**src/verilog/psc_pkg.sv**
```systemverilog
// Shared constants and types for the processing-state controller.
// Assumes a single clock domain and a core that reports instruction ends.
package psc_pkg;

  // Controller states; the usual path walks in Gray order.
  typedef enum logic [2:0] {
    PSC_ST_RESET  = 3'h0,
    PSC_ST_RSTEXC = 3'h1,
    PSC_ST_EXEC   = 3'h3,
    PSC_ST_EXC    = 3'h2,
    PSC_ST_BUSREL = 3'h6,
    PSC_ST_SLEEP  = 3'h7,
    PSC_ST_SWSTBY = 3'h5,
    PSC_ST_HWSTBY = 3'h4
  } psc_state_type;

  // Instruction classes reported by the core at instruction end.
  typedef enum logic [2:0] {
    PSC_INSTR_OTHER     = 3'h0,
    PSC_INSTR_FLAG_AND  = 3'h1,
    PSC_INSTR_FLAG_OR   = 3'h2,
    PSC_INSTR_FLAG_XOR  = 3'h3,
    PSC_INSTR_FLAG_LOAD = 3'h4,
    PSC_INSTR_TRAP      = 3'h5,
    PSC_INSTR_SLEEP     = 3'h6
  } psc_instr_type;

  // Address spaces with different access timing.
  typedef enum logic [1:0] {
    PSC_SPACE_ONCHIP   = 2'h0,
    PSC_SPACE_PERIPH   = 2'h1,
    PSC_SPACE_EXTERNAL = 2'h2
  } psc_space_type;

  // Reported processing-state class.
  localparam logic [2:0] PSC_CLASS_EXEC   = 3'h0;
  localparam logic [2:0] PSC_CLASS_EXC    = 3'h1;
  localparam logic [2:0] PSC_CLASS_PDOWN  = 3'h2;
  localparam logic [2:0] PSC_CLASS_RESET  = 3'h3;
  localparam logic [2:0] PSC_CLASS_BUSREL = 3'h4;

  // Exception sequence steps.
  localparam logic [2:0] PSC_SEQ_PUSH_HI = 3'h0;
  localparam logic [2:0] PSC_SEQ_PUSH_LO = 3'h1;
  localparam logic [2:0] PSC_SEQ_MASK    = 3'h2;
  localparam logic [2:0] PSC_SEQ_VEC_HI  = 3'h3;
  localparam logic [2:0] PSC_SEQ_VEC_LO  = 3'h4;
  localparam logic [2:0] PSC_SEQ_BRANCH  = 3'h5;
  localparam logic [2:0] PSC_SEQ_STEP    = 3'h1;

  // Flag register layout and reset values.
  localparam int         PSC_CCR_GMASK_BIT = 7;
  localparam int         PSC_CCR_UMASK_BIT = 6;
  localparam logic [7:0] PSC_CCR_RESET     = 8'h80;
  localparam logic       PSC_UE_RESET      = 1'h1;
  localparam logic       PSC_STANDBY_SELECT_RESET    = 1'h0;

  // Addressing of stack frame and vectors.
  localparam int          PSC_ADDR_W      = 24;
  localparam logic [23:0] PSC_STACK_FRAME = 24'h000004;
  localparam logic [23:0] PSC_WORD_BYTES  = 24'h000002;
  localparam logic [7:0]  PSC_VEC_RESET   = 8'h00;
  localparam logic [1:0]  PSC_VEC_PAD     = 2'h0;

  // Access lengths in states.
  localparam logic [1:0] PSC_STATES_TWO   = 2'h2;
  localparam logic [1:0] PSC_STATES_THREE = 2'h3;
  localparam logic [1:0] PSC_STATES_LAST  = 2'h1;

endpackage : psc_pkg

```
**src/verilog/psc_bus_cycle.sv**
```systemverilog
// Bus cycle timer: counts the states of one memory or bus access.
// Assumes start pulses only while busy is low.
module psc_bus_cycle #(
  parameter int AREAS = 8
) (
  // Clock and reset.
  input  wire logic                    clk_sys,
  input  wire logic                    resetn,
  // Access request.
  input  wire logic                    start,
  input  psc_pkg::psc_space_type       space,
  input  wire logic [$clog2(AREAS)-1:0] area,
  input  wire logic                    periph_wide,
  // Per-area setup of the external space.
  input  wire logic [AREAS-1:0]        area_wide,
  input  wire logic [AREAS-1:0]        area_slow,
  // Status.
  output logic                         busy,
  output logic                         done,
  output logic                         wide
);

  logic [1:0] count;

  // Number of states of an access to the given space.
  function automatic logic [1:0] psc_states_for(input psc_pkg::psc_space_type sp, input logic slow);
    logic [1:0] n;
    n = psc_pkg::PSC_STATES_TWO;
    if (sp == psc_pkg::PSC_SPACE_PERIPH) begin
      n = psc_pkg::PSC_STATES_THREE;
    end else if (sp == psc_pkg::PSC_SPACE_EXTERNAL && slow) begin
      n = psc_pkg::PSC_STATES_THREE;
    end
    return n;
  endfunction

  wire logic [1:0] start_states = psc_states_for(space, area_slow[area]);
  wire logic       start_wide   = (space == psc_pkg::PSC_SPACE_ONCHIP) ? 1'h1 :
                                  (space == psc_pkg::PSC_SPACE_PERIPH) ? periph_wide : area_wide[area];
  wire logic       last_state   = busy && (count == psc_pkg::PSC_STATES_LAST);

  // One count per clock edge, so each state is exactly one clock period.
  always_ff @(posedge clk_sys) begin
    if (!resetn) begin
      busy  <= 1'h0;
      done  <= 1'h0;
      wide  <= 1'h0;
      count <= 2'h0;
    end else begin
      done <= last_state;
      if (start && !busy) begin
        busy  <= 1'h1;
        count <= start_states;
        wide  <= start_wide;
      end else if (last_state) begin
        busy <= 1'h0;
      end else if (busy) begin
        count <= count - psc_pkg::PSC_STATES_LAST;
      end
    end
  end

endmodule // psc_bus_cycle

```
**src/verilog/psc_state_ctrl.sv**
```systemverilog
// Processing-state controller: execution, exceptions, reset, bus release, power-down.
// Assumes the core stalls unless cpu_run is high and reports each instruction end.
module psc_state_ctrl #(
  parameter int         AREAS            = 8,
  parameter logic [7:0] TRAP_VECTOR_BASE = 8'h08
) (
  // Clock and reset.
  input  wire logic                         clk_sys,
  input  wire logic                         resetn,
  // Device pins and watchdog.
  input  wire logic                         reset_in_n,
  input  wire logic                         hw_standby_in_n,
  input  wire logic                         wdt_overflow,
  // Instruction end report from the core.
  input  wire logic                         instr_end,
  input  psc_pkg::psc_instr_type            instr_class,
  input  wire logic [1:0]                   trap_sel,
  input  wire logic [23:0]                  return_pc,
  input  wire logic [23:0]                  stack_pointer_reg,
  // Interrupt controller.
  input  wire logic                         irq_req,
  input  wire logic                         irq_nmi,
  input  wire logic [7:0]                   irq_vector,
  output logic                              irq_ack,
  // Flag and control registers.
  input  wire logic                         ccr_wr,
  input  wire logic [7:0]                   ccr_wdata,
  output logic [7:0]                        condition_flags_reg,
  input  wire logic                         sysctl_wr,
  input  wire logic                         sysctl_standby_select,
  input  wire logic                         sysctl_user_flag_enable,
  output logic                              standby_select,
  output logic                              user_flag_enable,
  // Other bus masters.
  input  wire logic                         bus_req,
  output logic                              bus_grant,
  // Core access timing.
  input  wire logic                         core_acc_start,
  input  psc_pkg::psc_space_type            core_acc_space,
  input  wire logic [$clog2(AREAS)-1:0]     core_acc_area,
  input  wire logic                         periph_wide,
  input  wire logic [AREAS-1:0]             area_wide,
  input  wire logic [AREAS-1:0]             area_slow,
  output logic                              acc_busy,
  output logic                              acc_done,
  output logic                              acc_wide,
  // Exception sequence memory port.
  output logic                              exc_mem_req,
  output logic                              exc_mem_write,
  output logic [23:0]                       exc_mem_addr,
  output logic [15:0]                       exc_mem_wdata,
  input  wire logic [15:0]                  exc_mem_rdata,
  // Results to the core.
  output logic                              sp_load,
  output logic [23:0]                       sp_value,
  output logic                              branch_load,
  output logic [23:0]                       branch_addr,
  // State and power control.
  output logic [2:0]                        proc_class,
  output logic                              cpu_run,
  output logic                              clock_stop,
  output logic                              periph_reset
);

  psc_pkg::psc_state_type state;
  psc_pkg::psc_state_type next_state;
  logic [2:0]  step;
  logic [2:0]  next_step;
  logic        seq_wait;
  logic        irq_block;
  logic        trap_pend;
  logic [1:0]  trap_pend_sel;
  logic [7:0]  exc_vector;
  logic [23:0] ret_pc;
  logic [23:0] frame_sp;
  logic [7:0]  vec_hi;
  logic [15:0] vec_lo;

  // Pin and watchdog decode.
  wire logic reset_hold = !reset_in_n || wdt_overflow;
  wire logic hw_hw_standby_in_n    = !hw_standby_in_n;

  // State decode.
  wire logic in_exec  = (state == psc_pkg::PSC_ST_EXEC);
  wire logic in_exc   = (state == psc_pkg::PSC_ST_EXC);
  wire logic in_seq   = in_exc || (state == psc_pkg::PSC_ST_RSTEXC);
  wire logic in_sleep = (state == psc_pkg::PSC_ST_SLEEP) || (state == psc_pkg::PSC_ST_SWSTBY);
  wire logic seq_last = in_seq && (step == psc_pkg::PSC_SEQ_BRANCH);

  // Instruction-end decode.
  wire logic flag_instr = (instr_class == psc_pkg::PSC_INSTR_FLAG_AND) ||
                          (instr_class == psc_pkg::PSC_INSTR_FLAG_OR) ||
                          (instr_class == psc_pkg::PSC_INSTR_FLAG_XOR) ||
                          (instr_class == psc_pkg::PSC_INSTR_FLAG_LOAD);
  wire logic end_exec   = in_exec && instr_end;
  wire logic trap_instr = end_exec && (instr_class == psc_pkg::PSC_INSTR_TRAP);
  wire logic sleep_instr = end_exec && (instr_class == psc_pkg::PSC_INSTR_SLEEP);

  // Interrupt acceptance points; the global mask holds off all but the non-maskable request.
  wire logic irq_ok       = irq_req && (irq_nmi || !condition_flags_reg[psc_pkg::PSC_CCR_GMASK_BIT]);
  wire logic irq_at_instr = end_exec && !flag_instr && !irq_block && irq_ok;
  wire logic irq_at_seq   = in_exc && seq_last && !trap_pend && irq_ok;
  wire logic irq_at_sleep = in_sleep && irq_ok;
  wire logic take_irq     = !hw_hw_standby_in_n && !reset_hold &&
                            (irq_at_instr || irq_at_seq || irq_at_sleep);
  wire logic take_trap    = trap_instr && !irq_at_instr && !reset_hold && !hw_hw_standby_in_n;
  wire logic defer_trap   = trap_instr && irq_at_instr;
  wire logic pend_trap    = in_exc && seq_last && trap_pend && !reset_hold && !hw_hw_standby_in_n;
  wire logic start_exc    = take_irq || take_trap || pend_trap;
  wire logic go_sleep     = sleep_instr && !irq_at_instr;
  wire logic give_bus     = in_exec && bus_req && !acc_busy && !instr_end && !core_acc_start;

  // Sequencer access decode; the stack frame and the vector table are on-chip memory.
  wire logic step_access = (step == psc_pkg::PSC_SEQ_PUSH_HI) || (step == psc_pkg::PSC_SEQ_PUSH_LO) ||
                           (step == psc_pkg::PSC_SEQ_VEC_HI) || (step == psc_pkg::PSC_SEQ_VEC_LO);
  wire logic step_write  = (step == psc_pkg::PSC_SEQ_PUSH_HI) || (step == psc_pkg::PSC_SEQ_PUSH_LO);
  wire logic seq_start   = in_seq && step_access && !seq_wait && !acc_busy && !reset_hold && !hw_hw_standby_in_n;
  wire logic seq_done    = in_seq && seq_wait && acc_done;
  wire logic tmr_start   = seq_start || (in_exec && core_acc_start && !acc_busy);
  wire psc_pkg::psc_space_type tmr_space = in_seq ? psc_pkg::PSC_SPACE_ONCHIP : core_acc_space;

  // Addresses and data of the sequencer accesses.
  wire logic [23:0] frame_base = stack_pointer_reg - psc_pkg::PSC_STACK_FRAME;
  wire logic [23:0] vec_base   = psc_pkg::PSC_ADDR_W'({exc_vector, psc_pkg::PSC_VEC_PAD});
  wire logic [23:0] seq_addr   = (step == psc_pkg::PSC_SEQ_PUSH_HI) ? frame_base :
                                 (step == psc_pkg::PSC_SEQ_PUSH_LO) ? frame_base + psc_pkg::PSC_WORD_BYTES :
                                 (step == psc_pkg::PSC_SEQ_VEC_HI)  ? vec_base :
                                                                      vec_base + psc_pkg::PSC_WORD_BYTES;
  wire logic [15:0] seq_wdata  = (step == psc_pkg::PSC_SEQ_PUSH_HI) ?
                                 {condition_flags_reg, ret_pc[23:16]} : ret_pc[15:0];
  wire logic [23:0] handler    = {vec_hi, vec_lo};
  wire logic [1:0]  trap_use   = pend_trap ? trap_pend_sel : trap_sel;
  wire logic [7:0]  trap_vec   = TRAP_VECTOR_BASE + {6'h00, trap_use};

  // Next processing state; standby and reset override any sequence in flight.
  always_comb begin
    next_state = state;
    if (hw_hw_standby_in_n) begin
      next_state = psc_pkg::PSC_ST_HWSTBY;
    end else if (reset_hold) begin
      next_state = psc_pkg::PSC_ST_RESET;
    end else begin
      unique case (state)
        psc_pkg::PSC_ST_RESET: begin
          next_state = psc_pkg::PSC_ST_RSTEXC;
        end
        psc_pkg::PSC_ST_HWSTBY: begin
          next_state = psc_pkg::PSC_ST_RESET;
        end
        psc_pkg::PSC_ST_RSTEXC: begin
          if (seq_last) begin
            next_state = psc_pkg::PSC_ST_EXEC;
          end
        end
        psc_pkg::PSC_ST_EXEC: begin
          if (start_exc) begin
            next_state = psc_pkg::PSC_ST_EXC;
          end else if (go_sleep) begin
            next_state = standby_select ? psc_pkg::PSC_ST_SWSTBY : psc_pkg::PSC_ST_SLEEP;
          end else if (give_bus) begin
            next_state = psc_pkg::PSC_ST_BUSREL;
          end
        end
        psc_pkg::PSC_ST_EXC: begin
          if (seq_last) begin
            next_state = start_exc ? psc_pkg::PSC_ST_EXC : psc_pkg::PSC_ST_EXEC;
          end
        end
        psc_pkg::PSC_ST_BUSREL: begin
          if (!bus_req) begin
            next_state = psc_pkg::PSC_ST_EXEC;
          end
        end
        psc_pkg::PSC_ST_SLEEP, psc_pkg::PSC_ST_SWSTBY: begin
          if (take_irq) begin
            next_state = psc_pkg::PSC_ST_EXC;
          end
        end
      endcase
    end
  end

  // Next sequence step; a reset exception starts at PSC_SEQ_VEC_HI, any other fresh exception restarts from the first step.
  always_comb begin
    next_step = step;
    if (next_state == psc_pkg::PSC_ST_EXC && (!in_exc || seq_last)) begin
      next_step = psc_pkg::PSC_SEQ_PUSH_HI;
    end else if (next_state == psc_pkg::PSC_ST_RSTEXC && !in_seq) begin
      next_step = psc_pkg::PSC_SEQ_VEC_HI;
    end else if (in_seq) begin
      if (seq_done) begin
        next_step = step + psc_pkg::PSC_SEQ_STEP;
      end else if (step == psc_pkg::PSC_SEQ_MASK) begin
        next_step = psc_pkg::PSC_SEQ_VEC_HI;
      end
    end
  end

  // State register.
  always_ff @(posedge clk_sys) begin
    if (!resetn) begin
      state <= psc_pkg::PSC_ST_RESET;
      step  <= psc_pkg::PSC_SEQ_VEC_HI;
    end else begin
      state <= next_state;
      step  <= next_step;
    end
  end

  // Interrupt blocking after reset lasts until the first instruction has ended.
  always_ff @(posedge clk_sys) begin
    if (!resetn) begin
      irq_block <= 1'h1;
    end else if (next_state == psc_pkg::PSC_ST_RESET || in_seq && !in_exc) begin
      irq_block <= 1'h1;
    end else if (end_exec) begin
      irq_block <= 1'h0;
    end
  end

  // A trap that loses to an interrupt at the same instruction end runs right after it.
  always_ff @(posedge clk_sys) begin
    if (!resetn) begin
      trap_pend     <= 1'h0;
      trap_pend_sel <= 2'h0;
    end else if (reset_hold || hw_hw_standby_in_n) begin
      trap_pend <= 1'h0;
    end else if (defer_trap) begin
      trap_pend     <= 1'h1;
      trap_pend_sel <= trap_sel;
    end else if (pend_trap) begin
      trap_pend <= 1'h0;
    end
  end

  // Vector number and return address of the exception being served.
  always_ff @(posedge clk_sys) begin
    if (!resetn) begin
      exc_vector <= psc_pkg::PSC_VEC_RESET;
      ret_pc     <= 24'h000000;
    end else if (next_state == psc_pkg::PSC_ST_RESET) begin
      exc_vector <= psc_pkg::PSC_VEC_RESET;
    end else if (take_irq) begin
      exc_vector <= irq_vector;
      ret_pc     <= irq_at_seq ? handler : return_pc;
    end else if (take_trap || pend_trap) begin
      exc_vector <= trap_vec;
      ret_pc     <= pend_trap ? handler : return_pc;
    end
  end

  // Flag register: reset and the mask step win over a core write, which cannot coincide anyway.
  always_ff @(posedge clk_sys) begin
    if (!resetn) begin
      condition_flags_reg <= psc_pkg::PSC_CCR_RESET;
    end else if (state == psc_pkg::PSC_ST_RESET) begin
      condition_flags_reg[psc_pkg::PSC_CCR_GMASK_BIT] <= 1'h1;
    end else if (in_exc && step == psc_pkg::PSC_SEQ_MASK) begin
      condition_flags_reg[psc_pkg::PSC_CCR_GMASK_BIT] <= 1'h1;
      if (!user_flag_enable) begin
        condition_flags_reg[psc_pkg::PSC_CCR_UMASK_BIT] <= 1'h1;
      end
    end else if (ccr_wr && in_exec) begin
      condition_flags_reg <= ccr_wdata;
    end
  end

  // System control bits; standby select survives a software standby exit until software clears it, and hardware standby clears it.
  always_ff @(posedge clk_sys) begin
    if (!resetn || state == psc_pkg::PSC_ST_HWSTBY) begin
      standby_select   <= psc_pkg::PSC_STANDBY_SELECT_RESET;
      user_flag_enable <= psc_pkg::PSC_UE_RESET;
    end else if (sysctl_wr && in_exec) begin
      standby_select   <= sysctl_standby_select;
      user_flag_enable <= sysctl_user_flag_enable;
    end
  end

  // Sequencer handshake with the cycle timer; a late completion after an abort is ignored.
  always_ff @(posedge clk_sys) begin
    if (!resetn) begin
      seq_wait <= 1'h0;
      vec_hi   <= 8'h00;
      vec_lo   <= 16'h0000;
      frame_sp <= 24'h000000;
    end else begin
      if (seq_start) begin
        seq_wait <= 1'h1;
      end else if (seq_done || reset_hold || hw_hw_standby_in_n) begin
        seq_wait <= 1'h0;
      end
      if (seq_done && step == psc_pkg::PSC_SEQ_VEC_HI) begin
        vec_hi <= exc_mem_rdata[7:0];
      end
      if (seq_done && step == psc_pkg::PSC_SEQ_VEC_LO) begin
        vec_lo <= exc_mem_rdata;
      end
      if (seq_start && step == psc_pkg::PSC_SEQ_PUSH_HI) begin
        frame_sp <= frame_base;
      end
    end
  end

  // Memory port and results of the exception sequence.
  always_ff @(posedge clk_sys) begin
    if (!resetn) begin
      exc_mem_req   <= 1'h0;
      exc_mem_write <= 1'h0;
      exc_mem_addr  <= 24'h000000;
      exc_mem_wdata <= 16'h0000;
      sp_load       <= 1'h0;
      sp_value      <= 24'h000000;
      branch_load   <= 1'h0;
      branch_addr   <= 24'h000000;
      irq_ack       <= 1'h0;
    end else begin
      exc_mem_req <= seq_start;
      if (seq_start) begin
        exc_mem_write <= step_write;
        exc_mem_addr  <= seq_addr;
        exc_mem_wdata <= seq_wdata;
      end
      sp_load     <= in_exc && step == psc_pkg::PSC_SEQ_MASK && !reset_hold && !hw_hw_standby_in_n;
      sp_value    <= frame_sp;
      branch_load <= seq_last && !reset_hold && !hw_hw_standby_in_n;
      branch_addr <= handler;
      irq_ack     <= take_irq;
    end
  end

  // Registered view of the next state for the core and the power logic.
  always_ff @(posedge clk_sys) begin
    if (!resetn) begin
      proc_class   <= psc_pkg::PSC_CLASS_RESET;
      cpu_run      <= 1'h0;
      bus_grant    <= 1'h0;
      clock_stop   <= 1'h0;
      periph_reset <= 1'h1;
    end else begin
      unique case (next_state)
        psc_pkg::PSC_ST_EXEC:                          proc_class <= psc_pkg::PSC_CLASS_EXEC;
        psc_pkg::PSC_ST_EXC, psc_pkg::PSC_ST_RSTEXC:   proc_class <= psc_pkg::PSC_CLASS_EXC;
        psc_pkg::PSC_ST_BUSREL:                        proc_class <= psc_pkg::PSC_CLASS_BUSREL;
        psc_pkg::PSC_ST_RESET:                         proc_class <= psc_pkg::PSC_CLASS_RESET;
        psc_pkg::PSC_ST_SLEEP, psc_pkg::PSC_ST_SWSTBY,
        psc_pkg::PSC_ST_HWSTBY:                        proc_class <= psc_pkg::PSC_CLASS_PDOWN;
      endcase
      cpu_run      <= (next_state == psc_pkg::PSC_ST_EXEC);
      bus_grant    <= (next_state == psc_pkg::PSC_ST_BUSREL);
      clock_stop   <= (next_state == psc_pkg::PSC_ST_SWSTBY) ||
                      (next_state == psc_pkg::PSC_ST_HWSTBY);
      periph_reset <= (next_state == psc_pkg::PSC_ST_SWSTBY) ||
                      (next_state == psc_pkg::PSC_ST_HWSTBY) ||
                      (next_state == psc_pkg::PSC_ST_RESET);
    end
  end

  // Shared access timer for the core and the exception sequence.
  psc_bus_cycle #(
    .AREAS (AREAS)
  ) u_cycle (
    .clk_sys     (clk_sys),
    .resetn      (resetn),
    .start       (tmr_start),
    .space       (tmr_space),
    .area        (core_acc_area),
    .periph_wide (periph_wide),
    .area_wide   (area_wide),
    .area_slow   (area_slow),
    .busy        (acc_busy),
    .done        (acc_done),
    .wide        (acc_wide)
  );

endmodule // psc_state_ctrl
```
**config.mk**
```make
export PLATFORM = sky130hd
export DESIGN_NAME = psc_state_ctrl
export DESIGN_NICKNAME = d
export VERILOG_FILES = /design/src/verilog/psc_pkg.sv /design/src/verilog/psc_bus_cycle.sv /design/src/verilog/psc_state_ctrl.sv
export SDC_FILE = /design/constraint.sdc
export NUM_CORES = 1
export LEC_CHECK = 0
export ABC_CLOCK_PERIOD_IN_PS = 3880
export BUFFER_PORTS_ARGS = -buffer_cell sky130_fd_sc_hd__buf_4
export CELL_PAD_IN_SITES_DETAIL_PLACEMENT = 1
export CELL_PAD_IN_SITES_GLOBAL_PLACEMENT = 1
export CORE_UTILIZATION = 35
export CTS_CLUSTER_DIAMETER = 120
export DETAILED_ROUTE_END_ITERATION = 8
export PLACE_DENSITY = 0.79
export SLEW_MARGIN = 20
export SYNTH_ARGS = -nofsm -noshare
export SYNTH_HDL_FRONTEND = slang
export SYNTH_HIERARCHICAL = 1
export SYNTH_SLANG_ARGS = --single-unit
```
**constraint.sdc**
```tcl
create_clock -name clk_sys -period 3.88 [get_ports clk_sys]
set_clock_uncertainty 0.15 [all_clocks]
set_input_delay 0.776 -clock clk_sys [delete_from_list [all_inputs] [get_ports clk_sys]]
set_output_delay 0.776 -clock clk_sys [all_outputs]
set_load 0.02 [all_outputs]
```
==> results.toml <==
[worst_hold_path]
hp-class = "reg -> reg"
min_from = "frame_sp[8]"

[sta]
setup_viol = 0
hold_viol = 0
fmax_mhz = 322
min_period_ps = 3100
worstMarginPinSlew_ps = 799
post-route-period-util_pct = 79.9
grt_setup_unrepaired = "no"
whs_ps = 304
slew_viol_final = 0
tns_ps = 0
slew-limit-headroom_pct = 46.3

[setup_path]
end_kind = "flop"
critPathLaunch = "step[0]"
crit_end = "irq_block"
worstPathRequired_ps = 4150
critPathArrivalTime_ps = 3370
r2r-start = "step[0]"
rrSetupSlack_ps = 780
reg2reg_depth = 9
start_kind = "flop"
critPathMaxStageDelay_ps = 500
crit_slowest_cell = "a211oi_1"
cp_max_fo = 9
critical_path_class = "reg -> reg"
r2r_end = "irq_block"
cp_cell_sequence = "ha_1 > nand2_1 > nor3_1 > a22oi_1 > a211oi_1 > o21a_1 > o31ai_2 > buf_4 > a221o_1"

[job]
drv_cap = 0

[pwr]
ir_worst_vdd_mv = 0.262
fin_total_pwr_mw = 4.69
p_leak_nw = 5.44
pwr_density_cell_nw_per_um2 = 389

[synthesis]
syn_area_per_cell_um2 = 8.88
synth.distinct_cells = 75
synthFlopType = "dfxtp_1"
seq_area_frac_synth_pct = 44.8
yosys_warnings = 6
synth_edf_count = 0
netlist_instances = 1037
synthesis.nets = 1167
async_flop_share_pct = 0
ys_seq_elements = 206
netlist_area_um2 = 9210

[grt]
grt_max_degree = 75
antenna_found_initial = 0
grt_pass1_wl_mm = 47.3
grt.total_usage_pct = 22.4
grt-ovfl-total = 0
grt_pass1_vias = 8581

[route]
routed_wl_mm = 30.3
drtIter0Drc = 497
dr.pass1.iters = 5
drc = 0
final_antenna_net_count = 0
vias = 8436
wl_per_cell_um = 18.9
avgViaCountPerCell = 5.25

[placed_design]
port_buffers = 233
placed_cells_incl_taps = 1562
place.gp.congestion = 0.915
dp_hpwl_mm = 22.5

[finish]
final_cells = 1606
antenna_cells = 0
nFillCells = 3046
syn2layout_area_growth_pct = 31.1
nNetsFinal = 1383
drive_gt1_share_pct = 24.7

[floorplan]
initial_core_util_pct = 35.5
core_area_um2 = 25900
rows = 59
fp.dieH_um = 164
die_w_um = 164
fp.dieArea_um2 = 27000
num_io_pins = 234

[clock_network]
root_buffer = "clkbuf_16"
worst_skew_pair.late_latency_ps = 530
numCtsBuffers = 24
cts_sinks = 206
cts_resized = 0
cts_max_path_buffers = 3
clkTransAtPathRegs_ps = 60
cts_tree = "yes"
holdBufCountCts = 0
cts_setup_buffers = 0
h-tree-depth = 1

[status]
outcome = "finished clean"
## critical path, delay by kind of cell (launching register included)
kind            cells  cell delay (ps)
fa+ha+maj           1              340
simple gates        2              540
compound gates      5             1260
buf+inv             1              220
flops               1              470
## per-layer routing
metal	part of all wire [%]	vias up	global-route usage [%]	wire length, um
met2	49	227	39.0	14800
met3	5.5	49	4.19	1660
met4	3.2	0	7.49	971
li1	-	4091	-	-
met1	42	4069	27.5	12800
met5	0	-	0	0
## metrics by stage
stage	worst slack (ps)	area (um2)	util, %
floorplan	804	9210	-
global route	530	12100	46.6
finish	778	12100	46.6
detailed placement	346	11300	43.5
global placement	458	11300	43.5
CTS	784	12100	46.6
## cells in the final DEF, fill, tap and decap left out, types with 4 or more instances in the layout
cell type  count
nor2b_1       12
o21ai_1        8
nand2b_1      15
dfxtp_1      206
a21boi_1       7
nand3_1       34
a21oi_1       23
clkinv_2       6
nand2_1      201
nor3_1        17
a22oi_1        8
clkbuf_1       5
mux2i_1       30
nor4_1        12
o21ai_0       25
clkbuf_16     24
and2_1        61
nand4_1        9
a211oi_1       4
nor2_1        52
xnor2_1       16
nor3b_1        8
and3_1        12
ha_1           9
a31oi_1        8
buf_4        253
or3_1          7
o211a_1       57
inv_1         10
clkbuf_8       5
xor2_1        10
a2bb2oi_1      5
nand3b_1       5
a21boi_0      33
## logic make-up (layout without fill, tap and decap cells)
logic type	count (synthesis)	count (layout)	share of synthesized area (%)
compound gates	221	221	18.8
xor+xnor	26	26	2.47
fa+ha+maj	9	9	1.22
buf+inv	73	307	3.34
flops	206	206	44.8
mux	35	35	4.32
simple gates	467	467	25.1
## cells in the mapped netlist (4+ instances only)
library cell / n / area share (%)
inv_1: 10 / 0.41
nor3_1: 17 / 0.92
a31oi_1: 8 / 0.54
mux2i_1: 30 / 3.3
nand2b_1: 15 / 1.0
buf_2: 15 / 0.82
clkbuf_1: 46 / 1.9
xor2_1: 10 / 0.95
nor4_1: 12 / 0.82
nand4_1: 9 / 0.61
ha_1: 9 / 1.2
o21ai_0: 25 / 1.4
a21boi_0: 33 / 2.7
a21oi_1: 23 / 1.2
and2_1: 61 / 4.1
nor3b_1: 8 / 0.65
nor2_1: 54 / 2.2
nand3b_1: 5 / 0.41
a22oi_1: 8 / 0.65
and3_1: 12 / 0.82
nand3_1: 34 / 1.8
or3_1: 7 / 0.48
nor2b_1: 13 / 0.88
a21boi_1: 7 / 0.57
dfxtp_1: 206 / 45
o21ai_1: 8 / 0.43
a211oi_1: 4 / 0.33
nand2_1: 201 / 8.2
xnor2_1: 16 / 1.5
o211a_1: 57 / 6.2
a2bb2oi_1: 5 / 0.48
## worst min path at each step
| stage | cells after the start | to | slack, ps |
|---|---|---|---|
| after global routing | 3 | condition_flags_reg[7] | 320 |
| after global placement | 1 | sp_value[5] | 290 |
| after floorplan | 1 | sp_value[15] | 270 |
| after CTS | 3 | condition_flags_reg[7] | 300 |
| final | 1 | sp_value[8] | 300 |
| after detailed placement | 1 | sp_value[8] | 290 |
## report_power, final
group / leakage, nW / internal, mW / switching (mW) / total, mW
Sequential: 1.66 / 2.12 / 0.00301 / 2.12
Combinational: 3.39 / 0.139 / 0.152 / 0.291
Clock: 0.396 / 1.37 / 0.912 / 2.28
## final cells by class
class,count,area (um2),area share (%)
Clock buffer,34,688,5.70
Sequential cell,206,4120,34.2
Inverter,10,37.5,0.311
Clock inverter,10,114,0.943
Tap cell,335,419,3.47
Timing Repair Buffer,253,1900,15.7
Multi-Input combinational cell,758,4790,39.7
(Power assumes the default switching activity.)
